==> src/common/adc_regmap_pkg.sv <==
package adc_regmap_pkg;
  localparam logic [5:0] ADDR_STATUS = 6'h00;
  localparam logic [5:0] ADDR_CONTROL = 6'h01;
  localparam logic [5:0] ADDR_RESULT = 6'h02;
  localparam logic [5:0] ADDR_PIN = 6'h03;
  localparam logic [5:0] ADDR_BIAS = 6'h04;
  localparam logic [5:0] ADDR_IDENT = 6'h05;
  localparam logic [5:0] ADDR_FAULT = 6'h06;
  localparam logic [5:0] ADDR_FAULT_EN = 6'h07;
  localparam logic [5:0] ADDR_TALLY = 6'h08;
  localparam logic [5:0] ADDR_CHAN = 6'h09;
  localparam logic [5:0] ADDR_CFG = 6'h19;
  localparam logic [5:0] ADDR_FILT = 6'h21;
  localparam logic [5:0] ADDR_ZERO = 6'h29;
  localparam logic [5:0] ADDR_SCALE = 6'h31;
  localparam logic [5:0] ADDR_MISC = 6'h39;
  localparam logic [5:0] ADDR_QCTL = 6'h3a;
  localparam logic [5:0] ADDR_QSTATE = 6'h3b;
  localparam logic [5:0] ADDR_QLIMIT = 6'h3c;
  localparam logic [5:0] ADDR_QOUT = 6'h3d;
  localparam int CHAN_COUNT = 16;
  localparam int SETUP_COUNT = 8;
  localparam logic [7:0] RST_STATUS = 8'h10;
  localparam logic [15:0] RST_CONTROL = 16'h4000;
  localparam logic [15:0] RST_FAULT_EN = 16'h0040;
  localparam logic [23:0] RST_CHAN0 = 24'h800100;
  localparam logic [23:0] RST_CHAN = 24'h000100;
  localparam logic [23:0] RST_FILT = 24'h002030;
  localparam logic [23:0] RST_ZERO = 24'h008000;
  localparam logic [23:0] RST_QCTL = 24'h040200;
  localparam logic [7:0] RST_QSTATE = 8'h01;
  localparam logic [23:0] RST_QLIMIT = 24'hfff000;
  // Nominal trim; the real value comes from factory calibration.
  localparam logic [23:0] RST_SCALE = 24'h005555;
  // Identification value is arbitrary.
  localparam logic [7:0] PART_ID = 8'h3c;
  localparam logic [15:0] CONTROL_WMASK = 16'h7f7f;
  localparam int CMD_WEN_BIT = 7;
  localparam int CMD_READ_BIT = 6;
  localparam int FAULT_IGNORE_BIT = 6;
  localparam int STATUS_FAULT_BIT = 6;
  localparam int SOFT_RESET_ONES = 64;
  localparam int CLK_PERIOD_NS = 25;
  localparam int RESET_DELAY_NS = 1000;
  localparam int INIT_CYCLES = (RESET_DELAY_NS + CLK_PERIOD_NS - 1) /
    CLK_PERIOD_NS;
  typedef enum logic [3:0] {
    ST_CMD = 4'b0001,
    ST_WRITE = 4'b0010,
    ST_READ = 4'b0100,
    ST_DROP = 4'b1000
  } serial_state_t;
endpackage : adc_regmap_pkg

==> src/logic/adc_register_map_init.sv <==
`timescale 1ns/100ps
`default_nettype none
module adc_register_map_init #(
  parameter int INIT_WAIT = adc_regmap_pkg::INIT_CYCLES
) (
  input wire logic ref_clk,
  input wire logic resetn,
  input wire logic clk_en,
  input wire logic sclk,
  input wire logic cs_n,
  input wire logic sdi,
  output logic sdo,
  output logic sdo_oe,
  output logic device_ready,
  output logic [15:0] converter_settings,
  output logic [15:0] pin_settings
);
  import adc_regmap_pkg::*;

  logic [2:0] pin_level;
  logic [2:0] pin_rise;
  logic [2:0] pin_fall;
  logic sclk_rise;
  logic sclk_fall;
  logic cs_active;
  logic din;
  logic bit_in;
  logic soft_reset;

  pin_sync u_sync (
    .ref_clk(ref_clk),
    .resetn(resetn),
    .clk_en(clk_en),
    .pin_in({sdi, cs_n, sclk}),
    .pin_level(pin_level),
    .pin_rise(pin_rise),
    .pin_fall(pin_fall)
  );

  assign sclk_rise = pin_rise[0];
  assign sclk_fall = pin_fall[0];
  assign cs_active = ~pin_level[1];
  assign din = pin_level[2];
  assign bit_in = sclk_rise & cs_active;

  ones_detect u_ones (
    .ref_clk(ref_clk),
    .resetn(resetn),
    .clk_en(clk_en),
    .bit_strobe(bit_in),
    .bit_value(din),
    .soft_reset(soft_reset)
  );

  // Bytes moved by a register; unmapped addresses act as one zero byte.
  function automatic logic [1:0] reg_len(input logic [5:0] a);
    if (a == ADDR_STATUS || a == ADDR_IDENT || a == ADDR_TALLY ||
        a == ADDR_QSTATE) begin
      reg_len = 2'd1;
    end else if (a == ADDR_CONTROL || a == ADDR_PIN || a == ADDR_BIAS ||
                 a == ADDR_FAULT || a == ADDR_FAULT_EN || a == ADDR_MISC ||
                 (a >= ADDR_CFG && a < ADDR_FILT)) begin
      reg_len = 2'd2;
    end else if (a <= ADDR_QOUT) begin
      reg_len = 2'd3;
    end else begin
      reg_len = 2'd1;
    end
  endfunction : reg_len

  function automatic logic in_bank(input logic [5:0] a,
                                   input logic [5:0] base,
                                   input int size);
    in_bank = (a >= base) && (a < base + 6'(size));
  endfunction : in_bank

  // Configuration storage.
  logic [15:0] control;
  logic [15:0] pin_ctl;
  logic [15:0] bias;
  logic [15:0] fault;
  logic [15:0] fault_en;
  logic [15:0] misc;
  logic [23:0] qctl;
  logic [23:0] qlimit;
  logic [23:0] chan [CHAN_COUNT];
  logic [15:0] cfg [SETUP_COUNT];
  logic [23:0] filt [SETUP_COUNT];
  logic [23:0] zero [SETUP_COUNT];
  logic [23:0] scale [SETUP_COUNT];
  logic [15:0] next_control;
  logic [15:0] next_pin_ctl;
  logic [15:0] next_bias;
  logic [15:0] next_fault;
  logic [15:0] next_fault_en;
  logic [15:0] next_misc;
  logic [23:0] next_qctl;
  logic [23:0] next_qlimit;
  logic [23:0] next_chan [CHAN_COUNT];
  logic [15:0] next_cfg [SETUP_COUNT];
  logic [23:0] next_filt [SETUP_COUNT];
  logic [23:0] next_zero [SETUP_COUNT];
  logic [23:0] next_scale [SETUP_COUNT];

  // Serial engine state.
  serial_state_t state;
  serial_state_t next_state;
  logic [4:0] bit_cnt;
  logic [4:0] next_bit_cnt;
  logic [23:0] shift_in;
  logic [23:0] next_shift_in;
  logic [23:0] shift_out;
  logic [23:0] next_shift_out;
  logic [5:0] cur_addr;
  logic [5:0] next_cur_addr;
  logic next_sdo;
  logic next_sdo_oe;
  logic [15:0] init_cnt;
  logic [15:0] next_init_cnt;
  logic next_device_ready;

  // Decoded events of the serial engine.
  logic [23:0] word_in;
  logic [7:0] cmd_in;
  logic [4:0] word_bits;
  logic write_done;
  logic early_access;
  logic [23:0] rd_value;
  logic [3:0] ci;
  logic [2:0] si;

  assign word_in = {shift_in[22:0], din};
  assign cmd_in = word_in[7:0];
  assign word_bits = {reg_len(cur_addr), 3'b000};
  assign write_done = (state == ST_WRITE) && bit_in &&
                      (bit_cnt == word_bits - 5'd1);
  assign early_access = (state == ST_CMD) && bit_in && (bit_cnt == 5'd7) &&
                        !device_ready;

  // Read value of the addressed register, left in the low bits.
  always_comb begin
    rd_value = 24'h000000;
    ci = 4'(cmd_in[5:0] - ADDR_CHAN);
    si = 3'(cmd_in[5:0] - ADDR_CFG);
    if (in_bank(cmd_in[5:0], ADDR_CHAN, CHAN_COUNT)) begin
      rd_value = chan[ci];
    end else if (in_bank(cmd_in[5:0], ADDR_CFG, SETUP_COUNT)) begin
      rd_value = {8'h00, cfg[si]};
    end else if (in_bank(cmd_in[5:0], ADDR_FILT, SETUP_COUNT)) begin
      rd_value = filt[si];
    end else if (in_bank(cmd_in[5:0], ADDR_ZERO, SETUP_COUNT)) begin
      rd_value = zero[si];
    end else if (in_bank(cmd_in[5:0], ADDR_SCALE, SETUP_COUNT)) begin
      rd_value = scale[si];
    end else begin
      case (cmd_in[5:0])
        ADDR_STATUS: begin
          rd_value = {16'h0000, RST_STATUS};
          rd_value[STATUS_FAULT_BIT] = |fault;
        end
        ADDR_CONTROL: rd_value = {8'h00, control};
        ADDR_PIN: rd_value = {8'h00, pin_ctl};
        ADDR_BIAS: rd_value = {8'h00, bias};
        ADDR_IDENT: rd_value = {16'h0000, PART_ID};
        ADDR_FAULT: rd_value = {8'h00, fault};
        ADDR_FAULT_EN: rd_value = {8'h00, fault_en};
        ADDR_MISC: rd_value = {8'h00, misc};
        ADDR_QCTL: rd_value = qctl;
        ADDR_QSTATE: rd_value = {16'h0000, RST_QSTATE};
        ADDR_QLIMIT: rd_value = qlimit;
        default: rd_value = 24'h000000;
      endcase
    end
  end

  // Serial framing: command byte, then data bytes, most significant first.
  always_comb begin
    next_state = state;
    next_bit_cnt = bit_cnt;
    next_shift_in = shift_in;
    next_shift_out = shift_out;
    next_cur_addr = cur_addr;
    next_sdo = sdo;
    next_sdo_oe = cs_active;
    if (soft_reset || !cs_active) begin
      next_state = ST_CMD;
      next_bit_cnt = 5'd0;
      next_shift_out = 24'h000000;
      next_sdo = 1'b0;
    end else begin
      if (bit_in) begin
        next_shift_in = word_in;
        next_bit_cnt = bit_cnt + 5'd1;
      end
      if (sclk_fall && state == ST_READ) begin
        next_sdo = shift_out[23];
        next_shift_out = {shift_out[22:0], 1'b0};
      end
      case (state)
        ST_CMD: begin
          if (bit_in && bit_cnt == 5'd7) begin
            next_bit_cnt = 5'd0;
            next_cur_addr = cmd_in[5:0];
            if (early_access || cmd_in[CMD_WEN_BIT]) begin
              next_state = ST_DROP;
            end else if (cmd_in[CMD_READ_BIT]) begin
              next_state = ST_READ;
              next_shift_out = rd_value << (5'd24 - {reg_len(cmd_in[5:0]),
                                                     3'b000});
            end else begin
              next_state = ST_WRITE;
            end
          end
        end
        ST_WRITE: begin
          if (write_done) begin
            next_state = ST_CMD;
            next_bit_cnt = 5'd0;
          end
        end
        ST_READ: begin
          if (bit_in && bit_cnt == word_bits - 5'd1) begin
            next_state = ST_CMD;
            next_bit_cnt = 5'd0;
          end
        end
        ST_DROP: begin
          next_bit_cnt = 5'd0;
        end
        default: begin
          next_state = ST_CMD;
          next_bit_cnt = 5'd0;
        end
      endcase
    end
  end

  // Power-on and software-reset initialization wait.
  always_comb begin
    next_init_cnt = init_cnt;
    next_device_ready = device_ready;
    if (soft_reset) begin
      next_init_cnt = 16'h0000;
      next_device_ready = 1'b0;
    end else if (!device_ready) begin
      if (init_cnt == 16'(INIT_WAIT - 1)) begin
        next_device_ready = 1'b1;
      end else begin
        next_init_cnt = init_cnt + 16'h0001;
      end
    end
  end

  // Register updates; read-only locations simply have no write path.
  always_comb begin
    next_control = control;
    next_pin_ctl = pin_ctl;
    next_bias = bias;
    next_fault = fault;
    next_fault_en = fault_en;
    next_misc = misc;
    next_qctl = qctl;
    next_qlimit = qlimit;
    next_chan = chan;
    next_cfg = cfg;
    next_filt = filt;
    next_zero = zero;
    next_scale = scale;
    if (soft_reset) begin
      next_control = RST_CONTROL;
      next_pin_ctl = 16'h0000;
      next_bias = 16'h0000;
      next_fault = 16'h0000;
      next_fault_en = RST_FAULT_EN;
      next_misc = 16'h0000;
      next_qctl = RST_QCTL;
      next_qlimit = RST_QLIMIT;
      for (int i = 0; i < CHAN_COUNT; i++) begin
        next_chan[i] = (i == 0) ? RST_CHAN0 : RST_CHAN;
      end
      for (int i = 0; i < SETUP_COUNT; i++) begin
        next_cfg[i] = 16'h0000;
        next_filt[i] = RST_FILT;
        next_zero[i] = RST_ZERO;
        next_scale[i] = RST_SCALE;
      end
    end else begin
      if (write_done) begin
        if (in_bank(cur_addr, ADDR_CHAN, CHAN_COUNT)) begin
          next_chan[4'(cur_addr - ADDR_CHAN)] = word_in;
        end else if (in_bank(cur_addr, ADDR_CFG, SETUP_COUNT)) begin
          next_cfg[3'(cur_addr - ADDR_CFG)] = word_in[15:0];
        end else if (in_bank(cur_addr, ADDR_FILT, SETUP_COUNT)) begin
          next_filt[3'(cur_addr - ADDR_FILT)] = word_in;
        end else if (in_bank(cur_addr, ADDR_ZERO, SETUP_COUNT)) begin
          next_zero[3'(cur_addr - ADDR_ZERO)] = word_in;
        end else if (in_bank(cur_addr, ADDR_SCALE, SETUP_COUNT)) begin
          next_scale[3'(cur_addr - ADDR_SCALE)] = word_in;
        end else begin
          case (cur_addr)
            ADDR_CONTROL: begin
              next_control = (control & ~CONTROL_WMASK) |
                             (word_in[15:0] & CONTROL_WMASK);
            end
            ADDR_PIN: next_pin_ctl = word_in[15:0];
            ADDR_BIAS: next_bias = word_in[15:0];
            ADDR_FAULT_EN: next_fault_en = word_in[15:0];
            ADDR_MISC: next_misc = word_in[15:0];
            ADDR_QCTL: next_qctl = word_in;
            ADDR_QLIMIT: next_qlimit = word_in;
            ADDR_FAULT: begin
              if (word_in[FAULT_IGNORE_BIT]) begin
                next_fault[FAULT_IGNORE_BIT] = 1'b0;
              end
            end
            default: begin
              next_misc = misc;
            end
          endcase
        end
      end
      // A new early access wins over a clear in the same cycle.
      if (early_access) begin
        next_fault[FAULT_IGNORE_BIT] = 1'b1;
      end
    end
  end

  always_ff @(posedge ref_clk) begin
    if (!resetn) begin
      control <= RST_CONTROL;
      pin_ctl <= 16'h0000;
      bias <= 16'h0000;
      fault <= 16'h0000;
      fault_en <= RST_FAULT_EN;
      misc <= 16'h0000;
      qctl <= RST_QCTL;
      qlimit <= RST_QLIMIT;
      for (int i = 0; i < CHAN_COUNT; i++) begin
        chan[i] <= (i == 0) ? RST_CHAN0 : RST_CHAN;
      end
      for (int i = 0; i < SETUP_COUNT; i++) begin
        cfg[i] <= 16'h0000;
        filt[i] <= RST_FILT;
        zero[i] <= RST_ZERO;
        scale[i] <= RST_SCALE;
      end
    end else if (clk_en) begin
      control <= next_control;
      pin_ctl <= next_pin_ctl;
      bias <= next_bias;
      fault <= next_fault;
      fault_en <= next_fault_en;
      misc <= next_misc;
      qctl <= next_qctl;
      qlimit <= next_qlimit;
      chan <= next_chan;
      cfg <= next_cfg;
      filt <= next_filt;
      zero <= next_zero;
      scale <= next_scale;
    end
  end

  always_ff @(posedge ref_clk) begin
    if (!resetn) begin
      state <= ST_CMD;
      bit_cnt <= 5'd0;
      shift_in <= 24'h000000;
      shift_out <= 24'h000000;
      cur_addr <= 6'h00;
      sdo <= 1'b0;
      sdo_oe <= 1'b0;
      init_cnt <= 16'h0000;
      device_ready <= 1'b0;
    end else if (clk_en) begin
      state <= next_state;
      bit_cnt <= next_bit_cnt;
      shift_in <= next_shift_in;
      shift_out <= next_shift_out;
      cur_addr <= next_cur_addr;
      sdo <= next_sdo;
      sdo_oe <= next_sdo_oe;
      init_cnt <= next_init_cnt;
      device_ready <= next_device_ready;
    end
  end

  // The control words are themselves flip-flops, so these are registered.
  assign converter_settings = control;
  assign pin_settings = pin_ctl;
endmodule : adc_register_map_init
`default_nettype wire

==> src/logic/ones_detect.sv <==
`timescale 1ns/100ps
`default_nettype none
module ones_detect
  import adc_regmap_pkg::*;
(
  input wire logic ref_clk,
  input wire logic resetn,
  input wire logic clk_en,
  input wire logic bit_strobe,
  input wire logic bit_value,
  output logic soft_reset
);
  logic [6:0] ones;
  logic [6:0] next_ones;
  logic next_soft_reset;
  always_comb begin
    next_ones = ones;
    next_soft_reset = 1'b0;
    if (bit_strobe) begin
      if (!bit_value) begin
        next_ones = 7'h00;
      end else if (ones == 7'(SOFT_RESET_ONES - 1)) begin
        next_ones = 7'h00;
        next_soft_reset = 1'b1;
      end else begin
        next_ones = ones + 7'h01;
      end
    end
  end
  always_ff @(posedge ref_clk) begin
    if (!resetn) begin
      ones <= 7'h00;
      soft_reset <= 1'b0;
    end else if (clk_en) begin
      ones <= next_ones;
      soft_reset <= next_soft_reset;
    end
  end
endmodule : ones_detect
`default_nettype wire

==> src/logic/pin_sync.sv <==
`timescale 1ns/100ps
`default_nettype none
module pin_sync (
  input wire logic ref_clk,
  input wire logic resetn,
  input wire logic clk_en,
  input wire logic [2:0] pin_in,
  output logic [2:0] pin_level,
  output logic [2:0] pin_rise,
  output logic [2:0] pin_fall
);
  logic [2:0] stage1;
  logic [2:0] stage2;
  logic [2:0] stage3;
  genvar i;
  generate
    for (i = 0; i < 3; i++) begin : g_bit
      always_ff @(posedge ref_clk) begin
        if (!resetn) begin
          stage1[i] <= 1'b1;
          stage2[i] <= 1'b1;
          stage3[i] <= 1'b1;
        end else if (clk_en) begin
          stage1[i] <= pin_in[i];
          stage2[i] <= stage1[i];
          stage3[i] <= stage2[i];
        end
      end
      assign pin_rise[i] = stage2[i] & ~stage3[i];
      assign pin_fall[i] = ~stage2[i] & stage3[i];
    end
  endgenerate
  assign pin_level = stage2;
endmodule : pin_sync
`default_nettype wire

==> config.mk <==
export PLATFORM = sky130hd
export DESIGN_NAME = adc_register_map_init
export DESIGN_NICKNAME = d
export VERILOG_FILES = /design/src/common/adc_regmap_pkg.sv /design/src/logic/adc_register_map_init.sv /design/src/logic/ones_detect.sv /design/src/logic/pin_sync.sv
export SDC_FILE = /design/constraint.sdc
export NUM_CORES = 2
export LEC_CHECK = 0
export BUFFER_PORTS_ARGS = -buffer_cell sky130_fd_sc_hd__buf_2
export CELL_PAD_IN_SITES_DETAIL_PLACEMENT = 2
export CELL_PAD_IN_SITES_GLOBAL_PLACEMENT = 2
export CORE_ASPECT_RATIO = 0.5
export CORE_MARGIN = 10
export CORE_UTILIZATION = 40
export CTS_BUF_LIST = sky130_fd_sc_hd__clkbuf_8 sky130_fd_sc_hd__clkbuf_16
export DETAILED_ROUTE_END_ITERATION = 6
export HOLD_SLACK_MARGIN = 0.05
export PLACE_DENSITY = 0.74
export SYNTH_ARGS = -nofsm -noshare
export SYNTH_HDL_FRONTEND = slang
export SYNTH_SLANG_ARGS = --single-unit
==> constraint.sdc <==
create_clock -name ref_clk -period 13.1 [get_ports ref_clk]
set_clock_uncertainty 0.2 [all_clocks]
set_input_delay 1.31 -clock ref_clk [delete_from_list [all_inputs] [get_ports ref_clk]]
set_output_delay 1.31 -clock ref_clk [all_outputs]
set_load 0.01 [all_outputs]
==> flow_summary.json <==
{
  "clk_latency_ns": 0.77,
  "cap_violations": 0,
  "post_cts_buffers": 0,
  "slew_viol_final": 0,
  "synthFlopType": "dfxtp_1",
  "crit_path_cell_trace": "inv_1 > ha_4 > buf_12 > buf_4 > mux4_2 > a31oi_1 > o21ai_0 > nor4_1 > buf_4 > o21ai_0 > a221oi_1 > nor3_1",
  "cts.htree.levels": 4,
  "yosysSeqAreaShare_pct": 47.6,
  "antenna_found_initial": 14,
  "status": "finished, final reports clean",
  "numPortBuffers": 38,
  "fin_hold_ws_ns": 0.257,
  "p_per_area_nw_per_um2": 134,
  "final_area_um2": 61200,
  "grt_pass1_vias": 51290,
  "drive_gt1_share_pct": 15.5,
  "cp_slowest_stage_delay_ns": 0.99,
  "cp_max_fo": 107,
  "die_y_um": 282,
  "yosys.area.top_type": "dfxtp_1",
  "ys_warn_count": 0,
  "core-area_um2": 137000,
  "clk_path_buf_depth": 3,
  "cp_num_buf_inv": 4,
  "grt_pass1_wl_um": 353000,
  "worst_path_dominant_cell_family": "buffers and inverters",
  "cts_resized": 0,
  "worst_pin_slew_ns": 1.39,
  "gp_routability_congestion": 0.905,
  "setup_viol": 0,
  "fp.dieW_um": 545,
  "cts_root_buffer": "clkbuf_16",
  "dp_hpwl_um": 151000,
  "final_core_util_pct": 44.7,
  "fillers": 14010,
  "wl_per_cell_um": 33.6,
  "syn_area_um2": 55100,
  "grt_usage_pct": 30.4,
  "syn_inst": 5473,
  "relSlewSlack_pct": 7.57,
  "ys_types": 84,
  "hp-class": "reg -> reg",
  "fin_nets": 5263,
  "ir_drop_mv": 0.113,
  "critPathSlowestCell": "nor4_1",
  "worst_setup_path_end_kind": "register",
  "clk_pin_slew_ns": 0.07,
  "postPlaceCellArea_um2": 57000,
  "final_antenna_net_count": 0,
  "drc": 0,
  "ys_ff_latch": 1311,
  "grtUsageMet3_pct": 6.65,
  "grt_setup_unrepaired": "no",
  "cts_hold_buf": 0,
  "yosysMostFrequentCell": "dfxtp_1",
  "async_flop_share_pct": 0,
  "p_leak_nw": 21.1,
  "grt-ovfl-total": 0,
  "met2_usage_pct": 46.2,
  "finalWirelength_um": 241000,
  "total_power_mw": 8.22,
  "cts_tree": "yes",
  "cts_made_buffers": 130,
  "io_pins": 41,
  "firstDrtPassIters": 5,
  "drt-initial-drc-count": 5182,
  "grt_use_met1_pct": 41.9,
  "start_util_pct": 40.2,
  "worstPathRequired_ns": 13.51,
  "via_per_inst": 6.78,
  "yosysTopAreaCellShare_pct": 47.6,
  "critPathKind": "reg -> reg",
  "fin_tns_setup_ns": 0,
  "synth.avg_cell_area_um2": 10.1,
  "vias": 48515,
  "busiest_layer": "met2",
  "synth_enable_flop_cells": 0,
  "cp.arrival_ns": 6.60,
  "num_rows": 96,
  "syn_to_final_growth_pct": 11.1,
  "finalCritPeriodShare_pct": 47.3,
  "max_freq_mhz": 162,
  "synth_area_leaders": "dfxtp_1 (48%), mux4_2 (12%), a22o_1 (5.9%)",
  "grt_start_max_net_pins": 108,
  "cts_num_sinks": 1311,
  "synth_common_cells": "dfxtp_1 (1311), nand2_1 (528), nand3_1 (471)",
  "period_needed_ns": 6.19,
  "die-area_um2": 154000,
  "hold_violations": 0,
  "start_kind": "register"
}
==> through the flow <==
stage               setup WS (ns)  instances
floorplan                    7.88       5474
global placement             7.33       6926
detailed placement           7.16       6926
CTS                          7.04       7153
finish                       6.91       7156
global route                 6.85       7153
==> tightest hold or removal path, stage by stage (launching register included) <==
cell	delay, ns
dfxtp_1	0.30
inv_1	0.06
a32oi_1	0.05
==> state kept, by name, summed over array words and instances (netlist names), 14 cells and up <==
signal / count
cfg: 128
chan: 384
filt: 192
bias: 16
converter_settings: 14
pin_settings: 16
zero: 192
init_cnt: 16
fault_en: 16
shift_in: 23
misc: 16
shift_out: 24
qctl: 24
qlimit: 24
scale: 192
==> where the power goes <==
| group | internal [mW] | total, mW | switching [mW] |
|---|---|---|---|
| Combinational | 0.114 | 0.374 | 0.260 |
| Clock | 2.09 | 3.81 | 1.72 |
| Sequential | 4.01 | 4.04 | 0.0266 |
==> cells in the final DEF (no fill, tap or decap), types with 15 or more instances in the layout <==
cell type,count
mux4_2,296
nor3b_1,20
buf_2,37
a311oi_1,15
nand3_1,471
a222oi_1,17
a31oi_1,34
and3_1,18
nor4_1,33
a2bb2oi_1,19
nor2_1,214
clkbuf_8,24
a21oi_1,128
nand4_1,22
o2bb2ai_1,219
o21ai_1,43
or4_1,37
a22oi_1,51
nor3_1,67
nor2b_1,18
a21o_1,15
nand2_1,526
mux2i_1,33
o311a_1,38
a22o_1,371
a32o_1,35
o21ai_0,454
inv_1,76
buf_4,184
dfxtp_1,1307
a221oi_1,21
clkbuf_16,133
clkinv_2,19
nor2_2,16
==> kinds of logic (layout without fill, tap and decap cells) <==
logic type / Yosys count / count (layout) / share of synthesized area (%)
AND/OR/NAND/NOR: 1543 / 1543 / 13.2
multiplexers: 331 / 331 / 12.7
adder cells (fa/ha/maj): 12 / 12 / 0.272
AO/OA/AOI/OAI: 1621 / 1621 / 21.2
other: 1 / 5 / 0.00680
flip-flops: 1311 / 1311 / 47.6
buffers and inverters: 630 / 496 / 4.57
XOR/XNOR: 24 / 24 / 0.381
==> area by class of cell <==
type | instances | area [um2] | area share [%]
Multi-Input combinational cell | 3533 | 26700 | 43.6
Sequential cell | 1311 | 26300 | 42.9
Clock buffer | 157 | 3660 | 5.98
Tap cell | 1813 | 2270 | 3.71
Timing Repair Buffer | 224 | 1620 | 2.64
Clock inverter | 70 | 526 | 0.858
Inverter | 45 | 171 | 0.280
Antenna cell | 3 | 7.51 | 0.0123
==> metal layers <==
metal	wire [um]	part of all wire, %
met5	81	0.034
met3	20700	8.6
met4	9130	3.8
met2	105000	44
met1	105000	44
==> final timing paths <==
check	slack, ns	cells after the start	startpoint	end
worst max-delay path	6.91	12	shift_in[0]	shift_out[0]
worst min-delay path	0.26	2	scale[56]	scale[56]
worst max register to register	6.91	12	shift_in[0]	shift_out[0]
worst min register to register	0.26	2	scale[56]	scale[56]
(Power assumes the default switching activity.)
